===== src/pkg/fpco_pkg.sv =====
// Package: shared constants and types of the field pair changeover control block
package fpco_pkg;

  // ==========================================================================
  // Sizes
  localparam int NPAIR = 10;
  localparam int SELW  = 10;
  localparam int TIMEW = 16;
  localparam int ADDRW = 8;

  // ==========================================================================
  // Register offsets (byte addresses)
  localparam logic [ADDRW-1:0] ADR_CTRL   = 8'h00;
  localparam logic [ADDRW-1:0] ADR_TIME   = 8'h04;
  localparam logic [ADDRW-1:0] ADR_SEQ    = 8'h08;
  localparam logic [ADDRW-1:0] ADR_ACCESS = 8'h0c;
  localparam logic [ADDRW-1:0] ADR_CMD    = 8'h10;
  localparam logic [ADDRW-1:0] ADR_STATUS = 8'h14;

  // ==========================================================================
  // Field positions
  localparam int CMD_START_BIT  = 0;
  localparam int CMD_COMMIT_BIT = 1;
  localparam int CMD_ABORT_BIT  = 2;
  localparam int CMD_RESET_BIT  = 3;
  localparam int SEQ_IX_LSB     = 16;
  localparam int ST_VIOL_BIT    = 11;
  localparam int ST_REJ_BIT     = 12;

  // ==========================================================================
  // Modes, states, configuration
  typedef enum logic [1:0] {
    MODE_FIXED = 2'h0,
    MODE_FMOM  = 2'h1,
    MODE_OVL   = 2'h2,
    MODE_BAD   = 2'h3
  } fpco_mode_t;

  typedef enum logic {
    ST_IDLE = 1'b0,
    ST_RUN  = 1'b1
  } fpco_state_t;

  typedef struct packed {
    fpco_mode_t                 mode;
    logic [1:0]                 grp;
    logic                       mon;
    logic                       two_fn;
    logic                       auto_rst;
    logic [TIMEW-1:0]           chg_time;
    logic [NPAIR-1:0][NPAIR-1:0] seq;
  } fpco_cfg_t;

  localparam fpco_cfg_t CFG_DEFAULT = '{
    mode: MODE_FIXED, grp: 2'h0, mon: 1'b0, two_fn: 1'b0, auto_rst: 1'b0,
    chg_time: 16'h0000, seq: '0};

  typedef struct packed {
    fpco_cfg_t   cu;
    fpco_cfg_t   su;
    fpco_cfg_t   stg;
    logic        cu_ok;
    logic        su_ok;
    logic        eng;
    logic        xfer;
    logic        fault;
    logic        viol;
    logic        rej;
    logic        safe;
    logic        swap_p;
    logic [3:0]  seq_ix;
    fpco_state_t st;
    logic [TIMEW-1:0] cnt;
    logic [3:0]  pa;
    logic [3:0]  pb;
    logic        ovl;
    logic [SELW-1:0] sel_p;
  } fpco_core_t;

  localparam fpco_core_t CORE_RESET = '{
    cu: CFG_DEFAULT, su: CFG_DEFAULT, stg: CFG_DEFAULT,
    cu_ok: 1'b0, su_ok: 1'b0, eng: 1'b0, xfer: 1'b0, fault: 1'b0,
    viol: 1'b0, rej: 1'b0, safe: 1'b0, swap_p: 1'b0, seq_ix: 4'h0,
    st: ST_IDLE, cnt: 16'h0000, pa: 4'h0, pb: 4'h0, ovl: 1'b0,
    sel_p: 10'h000};

endpackage


===== src/pkg/fpco_reg_if.sv =====
// Interface: register access strobes between bus front end and core
`timescale 1ns/100ps
interface fpco_reg_if;
  import fpco_pkg::*;
  logic             wr;
  logic             rd;
  logic [ADDRW-1:0] addr;
  logic [31:0]      wdata;
  logic [31:0]      rdata;

  modport ahb  (output wr, rd, addr, wdata, input rdata);
  modport core (input wr, rd, addr, wdata, output rdata);
endinterface


===== src/design/fpco_top.sv =====
// Module: field pair changeover control with configuration store and bus slave
// ============================================================================
//
// Local design decisions: the placing of the registers and the AHB-Lite interface to the registers.
`timescale 1ns/100ps
module fpco_top import fpco_pkg::*; #(
  parameter logic [31:0] ENG_KEY = 32'h0000_5afe  // Arbitrary access key
) (
  input  wire logic            clk,
  input  wire logic            resetn,
  input  wire logic            hsel,
  input  wire logic [31:0]     haddr,
  input  wire logic [1:0]      htrans,
  input  wire logic            hwrite,
  input  wire logic [2:0]      hsize,
  input  wire logic [31:0]     hwdata,
  input  wire logic            hready,
  output logic      [31:0]     hrdata,
  output logic                 hreadyout,
  output logic                 hresp,
  input  wire logic [SELW-1:0] select_inputs,
  input  wire logic            enable_ok,
  input  wire logic            unit_swap,
  output logic      [3:0]      active_pair,
  output logic      [3:0]      incoming_pair,
  output logic                 overlap_active,
  output logic                 func_b_active,
  output logic                 safety_on,
  output logic                 cfg_fault
);

  fpco_reg_if rb ();

  fpco_core_t         q;
  fpco_core_t         d;
  logic [SELW+1:0]    sy;
  logic [SELW-1:0]    sel;
  logic               ok;
  logic               swap;
  logic [4:0]         req;
  logic               cfg_wr;
  logic               rst_eng;
  logic               stable;
  logic [3:0]         wix;

  // ==========================================================================
  // Bus front end and pin synchronisers
  fpco_ahb u_ahb (
    .clk       (clk),
    .resetn    (resetn),
    .hsel      (hsel),
    .haddr     (haddr),
    .htrans    (htrans),
    .hwrite    (hwrite),
    .hsize     (hsize),
    .hwdata    (hwdata),
    .hready    (hready),
    .hrdata    (hrdata),
    .hreadyout (hreadyout),
    .hresp     (hresp),
    .rb        (rb)
  );

  fpco_sync #(.W(SELW + 2)) u_sync (
    .clk    (clk),
    .resetn (resetn),
    .din    ({unit_swap, enable_ok, select_inputs}),
    .dout   (sy)
  );

  assign sel  = sy[SELW-1:0];
  assign ok   = sy[SELW];
  assign swap = sy[SELW+1];

  // ==========================================================================
  // Helpers
  // Returns {valid, index}; valid only for exactly one active enabled input (overlap mode: in the first enabled group)
  function automatic logic [4:0] fpco_decode(input logic [SELW-1:0] s,
                                             input logic [1:0] g,
                                             input logic ov);
    logic [SELW-1:0] m;
    logic [3:0]      ix;
    logic [3:0]      n1;
    m = s & {{5{g[1]}}, {5{g[0]}}};
    if (ov) begin
      // Five pairs: first enabled group only
      m = g[0] ? {5'h00, s[4:0]} : (g[1] ? {5'h00, s[9:5]} : 10'h000);
    end
    ix = 4'h0;
    n1 = 4'h0;
    for (int i = 0; i < SELW; i++) begin
      if (m[i]) begin
        ix = 4'(i);
        n1 = n1 + 4'h1;
      end
    end
    return {n1 == 4'h1, ix};
  endfunction

  function automatic logic fpco_valid(input fpco_cfg_t c);
    return (c.mode != MODE_BAD) &&
           ((c.mode == MODE_FIXED) || ((c.chg_time != 16'h0000) && (c.grp != 2'h0)));
  endfunction

  function automatic logic fpco_allowed(input fpco_cfg_t c, input logic [3:0] a,
                                        input logic [3:0] b);
    return !c.mon || c.seq[a][b];
  endfunction

  // ==========================================================================
  // Register read mux (reads show the configuration in force)
  always_comb begin
    unique case (rb.addr)
      ADR_CTRL:   rb.rdata = {25'h0, q.cu.auto_rst, q.cu.two_fn, q.cu.mon, q.cu.grp,
                              q.cu.mode};
      ADR_TIME:   rb.rdata = {16'h0000, q.cu.chg_time};
      ADR_SEQ:    rb.rdata = {12'h000, q.seq_ix, 6'h00, q.cu.seq[q.seq_ix]};
      ADR_ACCESS: rb.rdata = {31'h0, q.eng};
      ADR_STATUS: rb.rdata = {14'h0, q.st, q.su_ok, q.cu_ok, q.eng, q.xfer, q.rej,
                              q.viol, q.fault, q.safe, q.ovl, q.pb, q.pa};
      default:    rb.rdata = 32'h0000_0000;
    endcase
  end

  // ==========================================================================
  // Next state
  always_comb begin
    d       = q;
    rst_eng = 1'b0;
    req     = fpco_decode(sel, q.cu.grp, q.cu.mode == MODE_OVL);
    stable  = (sel == q.sel_p);
    d.sel_p = sel;
    wix     = rb.wdata[SEQ_IX_LSB +: 4];
    cfg_wr  = rb.wr && ((rb.addr == ADR_CTRL) || (rb.addr == ADR_TIME) ||
                        (rb.addr == ADR_SEQ) || (rb.addr == ADR_CMD));

    // Sticky flags: clear first so a same-cycle set still lands
    if (rb.wr && (rb.addr == ADR_STATUS)) begin
      if (rb.wdata[ST_VIOL_BIT]) begin
        d.viol = 1'b0;
      end
      if (rb.wdata[ST_REJ_BIT]) begin
        d.rej = 1'b0;
      end
    end

    if (rb.wr && (rb.addr == ADR_ACCESS)) begin
      d.eng = (rb.wdata == ENG_KEY);
    end

    if (cfg_wr && !q.eng) begin
      d.rej = 1'b1;
    end else if (cfg_wr && (rb.addr == ADR_CMD)) begin
      if (rb.wdata[CMD_RESET_BIT]) begin
        d.cu    = CFG_DEFAULT;
        d.su    = CFG_DEFAULT;
        d.cu_ok = 1'b1;
        d.su_ok = 1'b1;
        d.fault = 1'b0;
        d.xfer  = 1'b0;
        rst_eng = 1'b1;
      end else if (rb.wdata[CMD_ABORT_BIT]) begin
        if (q.xfer) begin
          d.fault = 1'b1;
          d.xfer  = 1'b0;
        end
      end else if (rb.wdata[CMD_COMMIT_BIT]) begin
        if (!q.xfer) begin
          d.rej = 1'b1;
        end else if (fpco_valid(q.stg)) begin
          d.cu    = q.stg;
          d.su    = q.stg;
          d.cu_ok = 1'b1;
          d.su_ok = 1'b1;
          d.fault = 1'b0;
          d.xfer  = 1'b0;
          rst_eng = 1'b1;
        end else begin
          d.fault = 1'b1;
          d.xfer  = 1'b0;
        end
      end else if (rb.wdata[CMD_START_BIT]) begin
        // A restarted transfer drops the unfinished one
        d.fault = q.xfer ? 1'b1 : q.fault;
        d.xfer  = 1'b1;
        d.stg   = q.cu;
      end
    end else if (cfg_wr && !q.xfer) begin
      d.rej = 1'b1;
    end else if (cfg_wr) begin
      // Edits land in staging only; the running set is untouched
      unique case (rb.addr)
        ADR_CTRL: begin
          d.stg.mode     = fpco_mode_t'(rb.wdata[1:0]);
          d.stg.grp      = rb.wdata[3:2];
          d.stg.mon      = rb.wdata[4];
          d.stg.two_fn   = rb.wdata[5];
          d.stg.auto_rst = rb.wdata[6];
        end
        ADR_TIME: begin
          d.stg.chg_time = rb.wdata[TIMEW-1:0];
        end
        default: begin
          if (wix < 4'(NPAIR)) begin
            d.seq_ix       = wix;
            d.stg.seq[wix] = rb.wdata[NPAIR-1:0];
          end else begin
            d.rej = 1'b1;
          end
        end
      endcase
    end

    // Connection unit swap: copy back from the scanner unit copy
    d.swap_p = swap;
    if (swap && !q.swap_p) begin
      rst_eng = 1'b1;
      if (q.su_ok) begin
        d.cu    = q.su;
        d.cu_ok = 1'b1;
      end else begin
        d.cu_ok = 1'b0;
      end
    end

    // ========================================================================
    // Changeover engine
    unique case (q.cu.mode)
      MODE_FIXED: begin
        d.st  = ST_IDLE;
        d.pa  = 4'h0;
        d.pb  = 4'h0;
        d.ovl = 1'b0;
      end
      MODE_FMOM: begin
        unique case (q.st)
          ST_IDLE: begin
            if (req[4] && (req[3:0] != q.pa)) begin
              d.st  = ST_RUN;
              d.cnt = q.cu.chg_time;
            end
          end
          ST_RUN: begin
            // Inputs are not looked at until the count ends
            if (q.cnt <= 16'h0001) begin
              d.st = ST_IDLE;
              if (req[4] && stable && (req[3:0] != q.pa)) begin
                if (fpco_allowed(q.cu, q.pa, req[3:0])) begin
                  d.pa = req[3:0];
                  d.pb = req[3:0];
                end else begin
                  d.viol = 1'b1;
                end
              end
            end else begin
              d.cnt = q.cnt - 16'h0001;
            end
          end
        endcase
      end
      MODE_OVL: begin
        unique case (q.st)
          ST_IDLE: begin
            if (req[4] && (req[3:0] != q.pa)) begin
              if (fpco_allowed(q.cu, q.pa, req[3:0])) begin
                d.pb  = req[3:0];
                d.ovl = 1'b1;
                d.st  = ST_RUN;
                d.cnt = q.cu.chg_time;
              end else begin
                d.viol = 1'b1;
              end
            end
          end
          ST_RUN: begin
            if (q.cnt <= 16'h0001) begin
              d.pa  = q.pb;
              d.ovl = 1'b0;
              d.st  = ST_IDLE;
            end else begin
              d.cnt = q.cnt - 16'h0001;
            end
          end
        endcase
      end
      default: begin
        d.st = ST_IDLE;
      end
    endcase

    if (rst_eng) begin
      d.st  = ST_IDLE;
      d.pa  = 4'h0;
      d.pb  = 4'h0;
      d.ovl = 1'b0;
      d.cnt = 16'h0000;
    end

    // Outputs on only with a configuration in force and no fault
    d.safe = d.cu_ok && !d.fault && !d.viol && ok;
  end

  always_ff @(posedge clk or negedge resetn) begin
    if (!resetn) begin
      q <= CORE_RESET;
    end else begin
      q <= d;
    end
  end

  // ==========================================================================
  // Outputs; pair index selects protective and warning field together
  assign active_pair    = q.pa;
  assign incoming_pair  = q.pb;
  assign overlap_active = q.ovl;
  assign func_b_active  = q.cu.two_fn;
  assign safety_on      = q.safe;
  assign cfg_fault      = q.fault;

endmodule


===== src/design/fpco_sync.sv =====
// Module: two flip-flop synchroniser for pin inputs
`timescale 1ns/100ps
module fpco_sync import fpco_pkg::*; #(
  parameter int W = 12
) (
  input  wire logic         clk,
  input  wire logic         resetn,
  input  wire logic [W-1:0] din,
  output logic      [W-1:0] dout
);

  typedef struct packed {
    logic [W-1:0] s1;
    logic [W-1:0] s2;
  } fpco_sync_t;

  fpco_sync_t q;
  fpco_sync_t d;

  // ==========================================================================
  // First stage feeds only the second
  always_comb begin
    d    = q;
    d.s1 = din;
    d.s2 = q.s1;
  end

  always_ff @(posedge clk or negedge resetn) begin
    if (!resetn) begin
      q <= '0;
    end else begin
      q <= d;
    end
  end

  assign dout = q.s2;

endmodule


===== src/design/fpco_ahb.sv =====
// Module: AHB-Lite slave front end, one wait state on reads
`timescale 1ns/100ps
module fpco_ahb import fpco_pkg::*; (
  input  wire logic        clk,
  input  wire logic        resetn,
  input  wire logic        hsel,
  input  wire logic [31:0] haddr,
  input  wire logic [1:0]  htrans,
  input  wire logic        hwrite,
  input  wire logic [2:0]  hsize,
  input  wire logic [31:0] hwdata,
  input  wire logic        hready,
  output logic      [31:0] hrdata,
  output logic             hreadyout,
  output logic             hresp,
  fpco_reg_if.ahb          rb
);

  typedef struct packed {
    logic             rd_p;
    logic             wr_p;
    logic             hit;
    logic [ADDRW-1:0] addr;
    logic             rdy;
    logic [31:0]      rdata;
  } fpco_ahb_t;

  fpco_ahb_t q;
  fpco_ahb_t d;
  logic      take;

  // ==========================================================================
  // Address phase capture; read data registered so hrdata comes from a flop
  always_comb begin
    d      = q;
    d.wr_p = 1'b0;
    take   = hsel && htrans[1] && hready;
    if (q.rd_p) begin
      d.rdata = q.hit ? rb.rdata : 32'h0000_0000;
      d.rdy   = 1'b1;
      d.rd_p  = 1'b0;
    end
    if (take) begin
      // Only full words are served; other sizes read as unmapped
      d.addr = {haddr[ADDRW-1:2], 2'b00};
      d.hit  = (haddr[31:ADDRW] == 24'h00_0000) && (hsize == 3'h2);
      d.wr_p = hwrite;
      if (!hwrite) begin
        d.rd_p = 1'b1;
        d.rdy  = 1'b0;
      end
    end
  end

  always_ff @(posedge clk or negedge resetn) begin
    if (!resetn) begin
      q <= '{rd_p: 1'b0, wr_p: 1'b0, hit: 1'b0, addr: 8'h00, rdy: 1'b1,
             rdata: 32'h0000_0000};
    end else begin
      q <= d;
    end
  end

  assign rb.wr     = q.wr_p && q.hit;
  assign rb.rd     = q.rd_p && q.hit;
  assign rb.addr   = q.addr;
  assign rb.wdata  = hwdata;
  assign hrdata    = q.rdata;
  assign hreadyout = q.rdy;
  assign hresp     = 1'b0;

endmodule


===== config.mk =====
export PLATFORM = sky130hd
export DESIGN_NAME = fpco_top
export DESIGN_NICKNAME = d
export VERILOG_FILES = /design/src/pkg/fpco_pkg.sv /design/src/pkg/fpco_reg_if.sv /design/src/design/fpco_top.sv /design/src/design/fpco_sync.sv /design/src/design/fpco_ahb.sv
export SDC_FILE = /design/constraint.sdc
export NUM_CORES = 1
export LEC_CHECK = 0
export BUFFER_PORTS_ARGS = -buffer_cell sky130_fd_sc_hd__buf_2
export CAP_MARGIN = 20
export CELL_PAD_IN_SITES_DETAIL_PLACEMENT = 0
export CELL_PAD_IN_SITES_GLOBAL_PLACEMENT = 2
export CORE_AREA = 2 2 304 186
export CTS_CLUSTER_SIZE = 8
export DETAILED_ROUTE_END_ITERATION = 7
export DIE_AREA = 0 0 306 188
export GPL_ROUTABILITY_DRIVEN = 0
export HOLD_SLACK_MARGIN = 0.05
export PLACE_DENSITY = 0.88
export REMOVE_ABC_BUFFERS = 1
export SLEW_MARGIN = 30
export SYNTH_ARGS = -nofsm -noshare
export SYNTH_HDL_FRONTEND = slang
export SYNTH_SLANG_ARGS = --single-unit

===== constraint.sdc =====
create_clock -name clk -period 22.7 [get_ports clk]
set_input_delay 2.27 -clock clk [delete_from_list [all_inputs] [get_ports clk]]
set_output_delay 2.27 -clock clk [all_outputs]
set_load 0.02 [all_outputs]

Yosys cells after proc, flatten, opt, wreduce, memory -nomap -nowiden
Index checks and enable logic that the tools add are counted.

Output and inout port bits: 46. Flip-flop bits (word level): 484. Word-level logic and storage cells: 311.

Reductions and logical operators: 59. Muxes and demuxes: 124. Magnitude comparators: 7. Add/subtract/negate cells: 10. Equal/unequal tests: 33. Bitwise gates (word level): 6.

Operator list (count): $mux 246 (5); $mux 123 (8); $mux 371 (2); $mux 100 (2); $bwmux 100 (1); $pmux 20 s5 (1); $bmux 10 s4 (2); $mux 4 (20); $pmux 17 s2 (2); $mux 17 (3); $mux 1 (41); $demux 10 s4 (1); $mux 10 (4); $add 4x1->4 const B (9); $mux 33 (1); $eq 32x15->1 const B (1); $mux 16 (2); $mux 8 (4); $pmux 16 s2 (1); $mux 26 (1); $logic_not 24->1 (1); $pmux 8 s3 (1); $reduce_and 8->1 (3); $logic_and 1x1->1 (20); other kinds (43) (103).

Depth between registers and ports, before layout
Word-level depth: 32. Mapped depth: 36.

By module
Synthesis repeated with hierarchy kept, for this count alone.

Cell total of the unflattened synthesis: 2503. Area total of the unflattened synthesis: 24482.2 sq um.

Modules (own cells, without submodules): fpco_top (instances 1, area an instance 21476.8 sq um, cells an instance 2235, seq. area each 10460.0 sq um); fpco_ahb (instances 1, area an instance 2404.8 sq um, cells an instance 244, seq. area each 1052.3 sq um); fpco_sync (instances 1, area an instance 600.6 sq um, cells an instance 24, seq. area each 600.6 sq um).

Least setup slack after synthesis
No wires, ideal clock.

Path type: register -> register. From: register q[416] in the netlist's numbering. To: register q, in the netlist active_pair[1]. Library setup time: 0.078 ns. Path slack: 15.436 ns. Cell stages (with the launch flop): 34. Buffers on the path: 2. Period minus slack after synthesis: 7.264 ns. Arrival time: 7.186 ns. Path through: dfrtp_1 inv_1 ha_1 buf_6 clkbuf_1 nand3_1 o21a_1 ha_1 a21boi_1 nor2_1 ha_1 a22o_1 ha_1 a21oi_1 nor2_1 ha_1 nor2_1 a21oi_1 o21a_1 ha_1 nand3_1 nand2_1 ha_1 a22oi_1 o2bb2ai_1 ha_1 mux2_2 ha_1 nor3_1 a41oi_2 or4_1 a21o_1 or3b_1 a21oi_1.

Cells in the longest elaborated chain, start to end: 26. Elaborated cells between the ends (all ways): 53.

Ends and longest elaborated chain: start: declaration (RTL line fpco_top.sv:34) `fpco_core_t q;`; start signal: assignment (RTL line fpco_top.sv:305) `q <= CORE_RESET;`; start signal: assignment (RTL line fpco_top.sv:307) `q <= d;`; $eq 2x2->1 (RTL line fpco_top.sv:130, fpco_top.sv:228); $mux 10 (RTL line fpco_top.sv:85) `if (ov) begin`; $mux 1 (RTL line fpco_top.sv:92) `if (m[i]) begin`; $add 4x1->4 (RTL line fpco_top.sv:94) `n1 = n1 + 4'h1;`; $mux 4 (RTL line fpco_top.sv:92); $add 4x1->4 (RTL line fpco_top.sv:94); $mux 4 (RTL line fpco_top.sv:92); $add 4x1->4 (RTL line fpco_top.sv:94); (+9 left out); $add 4x1->4 (RTL line fpco_top.sv:94); $mux 4 (RTL line fpco_top.sv:92); $add 4x1->4 (RTL line fpco_top.sv:94); $mux 4 (RTL line fpco_top.sv:92); $eq 4x1->1 (RTL line fpco_top.sv:97) `return {n1 == 4'h1, ix};`; $logic_and 1x1->1 (2 in series) (RTL line fpco_top.sv:247) `if (req[4] && stable && (req[3:0] != q.pa)) begin`; $ne 3x3->1 (no source line); $reduce_and 7->1 (no source line).

Parallel ways exist; a longest one is shown, timed or not. The select of a mux whose other input is x is not followed. A chain may end at the register's enable or synchronous reset.

Final worst setup path
From: register q[416] in the netlist's numbering. To: register q[32] in the netlist's numbering.

Cells in the longest elaborated chain, start to end: 25. Elaborated cells between the ends (all ways): 44.

Ends and longest elaborated chain (RTL line): $eq 2x2->1 (fpco_top.sv:130, fpco_top.sv:228); $mux 10 (fpco_top.sv:85); $mux 1 (fpco_top.sv:92); $add 4x1->4 (fpco_top.sv:94); $mux 4 (fpco_top.sv:92); $add 4x1->4 (fpco_top.sv:94); $mux 4 (fpco_top.sv:92); $add 4x1->4 (fpco_top.sv:94); (+9 left out); $add 4x1->4 (fpco_top.sv:94); $mux 4 (fpco_top.sv:92); $add 4x1->4 (fpco_top.sv:94); $mux 4 (fpco_top.sv:92); $eq 4x1->1 (fpco_top.sv:97); $logic_and 1x1->1 (fpco_top.sv:238, fpco_top.sv:264); $ne 4x4->1 (no source line); $reduce_and 4->1 (no source line).

Parallel ways exist; a longest one is shown, timed or not. The select of a mux whose other input is x is not followed.

==> out/qor.yml <==
cpMostUsedCell: "ha_1"
ys_seq_area_share_pct: 50.7
start_util_pct: 42.5
drive_above_1_share_pct: 13.9
finalSetupTns_ns: 0
n_fill_cell: 4981
cp_max_fo: 20
overflow: 0
rows: 67
syn_area_um2: 23300
fin_crit_sh_pct: 37.1
yosys_warnings: 0
cellPowerDensity_nw_per_um2: 88.3
hold_class: "flip-flop to flip-flop"
cp-end-kind: "flip-flop"
final_util_pct: 47.5
synth_cell_type_count: 85
htreeDepth: 3
critPathRequiredTime_ns: 23.23
peakVddDrop_v: 0.0000435
arrival_ns: 8.96
grt_max_degree: 201
rr_startpoint: "q[416]"
vias: 19057
synthArstFlopShare_pct: 100
grt_pass1_wl_um: 112000
ios: 132
met2_usage_pct: 34.9
max-cap-violations: 0
io_buffers: 115
startpoint_type: "flip-flop"
cts.sinks: 472
outcome: "finished clean"
multi_input_area_um2: 10400
clockBufferDepth: 3
syn_inst: 2290
static-leakage-power_nw: 11.6
area_delta_synth_final_pct: 11.9
period_needed_ns: 8.42
dp_hpwl_um: 46200
hp-start: "u_sync.d[7]"
cts_buffers: 68
slowest_delay_ns: 0.55
fp.dieArea_um2: 57500
ctsHoldBuffers: 0
path_clk_slew_ns: 0.05
grt-busiest-layer: "met1"
drc: 0
skew_ns: 0.0308
routed_wirelength_um: 73300
crit_type: "flip-flop to flip-flop"
vias_per_cell: 6.29
use_met3_pct: 7.88
hold_viol: 0
drt_iter0_drc: 2479
grt_use_total_pct: 25.3
tightest_slew_ns: 1.08
die_w_um: 306
fin_nets: 2392
postSynthAreaPerCell_um2: 10.2
core_um2: 54900
cp-startpoint: "q[416]"
register_area_um2: 11800
cts_root_buffer: "clkbuf_16"
synth_ff_type: "dfrtp_1"
fmax_mhz: 119
grt_util_met1_pct: 38.3
dr.pass1.iters: 7
report.final.slew_viol_count: 0
clk_latency_ns: 0.61
cts_setup_buffers: 0
rsz0062_at_grt: "false"
postRouteAntennaNets: 0
first_global_vias: 18278
setup_viol: 0
critPathSlowestCell: "nor4_1"
ctsResizeCount: 0
die_h_um: 188
antenna_found_initial: 4
synth-seq-cells: 472
wl_per_cell_um: 24.2
slew_headroom_pct: 28.2
cts_tree: "built"
synth_edf_count: 0
-- final cells by class --
cell class	count	share of cell area, %
Antenna cell	2	0.0192
Inverter	47	0.686
Multi-Input combinational cell	1549	39.9
Clock inverter	4	0.206
Tap cell	724	3.47
Sequential cell	472	45.3
Timing Repair Buffer	154	3.53
Clock buffer	80	6.86
-- power breakdown --
group	internal [mW]	leakage, nW	switching, mW
sequential	0.894	6.12	0.0750
combinational	0.171	4.59	0.247
clock	0.549	0.900	0.368
-- worst max-delay path: cells and delay by family, from the launching register on --
| kind | cells | cell delay (ns) |
|---|---|---|
| AOI/OAI and AO/OA | 11 | 2.45 |
| xor gates and xnor gates | 1 | 0.24 |
| adders and majority gates | 8 | 2.30 |
| buffers and inverters | 3 | 0.53 |
| DFF | 1 | 0.48 |
| and+or+nand+nor | 12 | 2.36 |
-- routing by layer --
metal	wire (um)	vias to the layer above	share of wire [%]
met3	7330	101	10
li1	-	8430	-
met5	18	-	0.025
met2	30700	827	42
met1	34000	9697	46
met4	1230	2	1.7
-- placed cells by master (no fill, tap or decap), types with 18 or more instances in the layout --
cell	n
buf_2	114
mux4_2	39
a21oi_1	301
nor3_1	26
mux2i_1	43
a22oi_1	256
a22o_1	124
nor2_1	315
dfrtp_1	468
xnor2_1	21
o21ai_0	37
buf_4	32
clkbuf_16	70
inv_1	46
o22ai_1	41
nand2_1	54
nor4_1	18
-- path summary, 6_finish.rpt --
path / end / slack, ns / cells after the start
min in group asynchronous: q[339] / 1.71 / 1
hold / removal: u_sync.dout[7] / 0.35 / 0
setup reg to reg: q[32] / 14.28 / 35
max in group asynchronous: q[36] / 18.34 / 4
setup / recovery: q[32] / 14.28 / 35
hold reg to reg: u_sync.dout[7] / 0.35 / 0
-- cell usage after synthesis (all sizes together) (5+ instances only) --
master  instances  share of area (%)
dfrtp         471                 51
and3            8               0.21
mux2           13               0.63
nor4           22               0.59
a221o           9               0.39
o21ai          38               0.83
mux4           39                3.8
o211ai          5               0.22
nor2b           7               0.19
a31oi           8               0.21
nor2          324                5.2
and2           17               0.46
inv            47               0.77
o21a            8               0.26
nand4b          7               0.35
mux2i          43                1.8
xnor2          22               0.91
nand2b         10               0.27
nand4          13               0.35
nor3           26               0.56
o22ai          42                1.1
ha             14               0.75
buf            65                1.9
a22o          124                4.7
or4             5               0.16
a21oi         303                6.6
nand2          55               0.89
nor4bb          5               0.21
xor2           12               0.45
clkbuf        169                2.7
a22oi         256                8.2
nand3          17               0.36
or3            11               0.30
-- cell families after synthesis --
kind of cell / after synthesis / synth area share [%]
mux: 95 / 6.24
simple gates: 545 / 10.8
other cells: 1 / 0.0161
xor+xnor: 38 / 1.74
buf+inv: 281 / 5.36
compound gates: 844 / 24.5
fa+ha+maj: 14 / 0.751
flops: 472 / 50.7
-- metrics by stage --
stage               hold WS, ns  instance area, um^2  cells  setup WS [ns]  power (mW)
CTS                       0.347                26000   3030          14.45        2.31
detailed placement        0.337                24200   2946          14.50        1.39
finish                    0.345                26100   3032          14.28        2.30
global route              0.357                26100   3032          13.76        2.40
floorplan                 0.331                22300   2068           1.39        1.24
global placement          0.333                24200   2946          14.69        1.37
(Power assumes the default switching activity.)
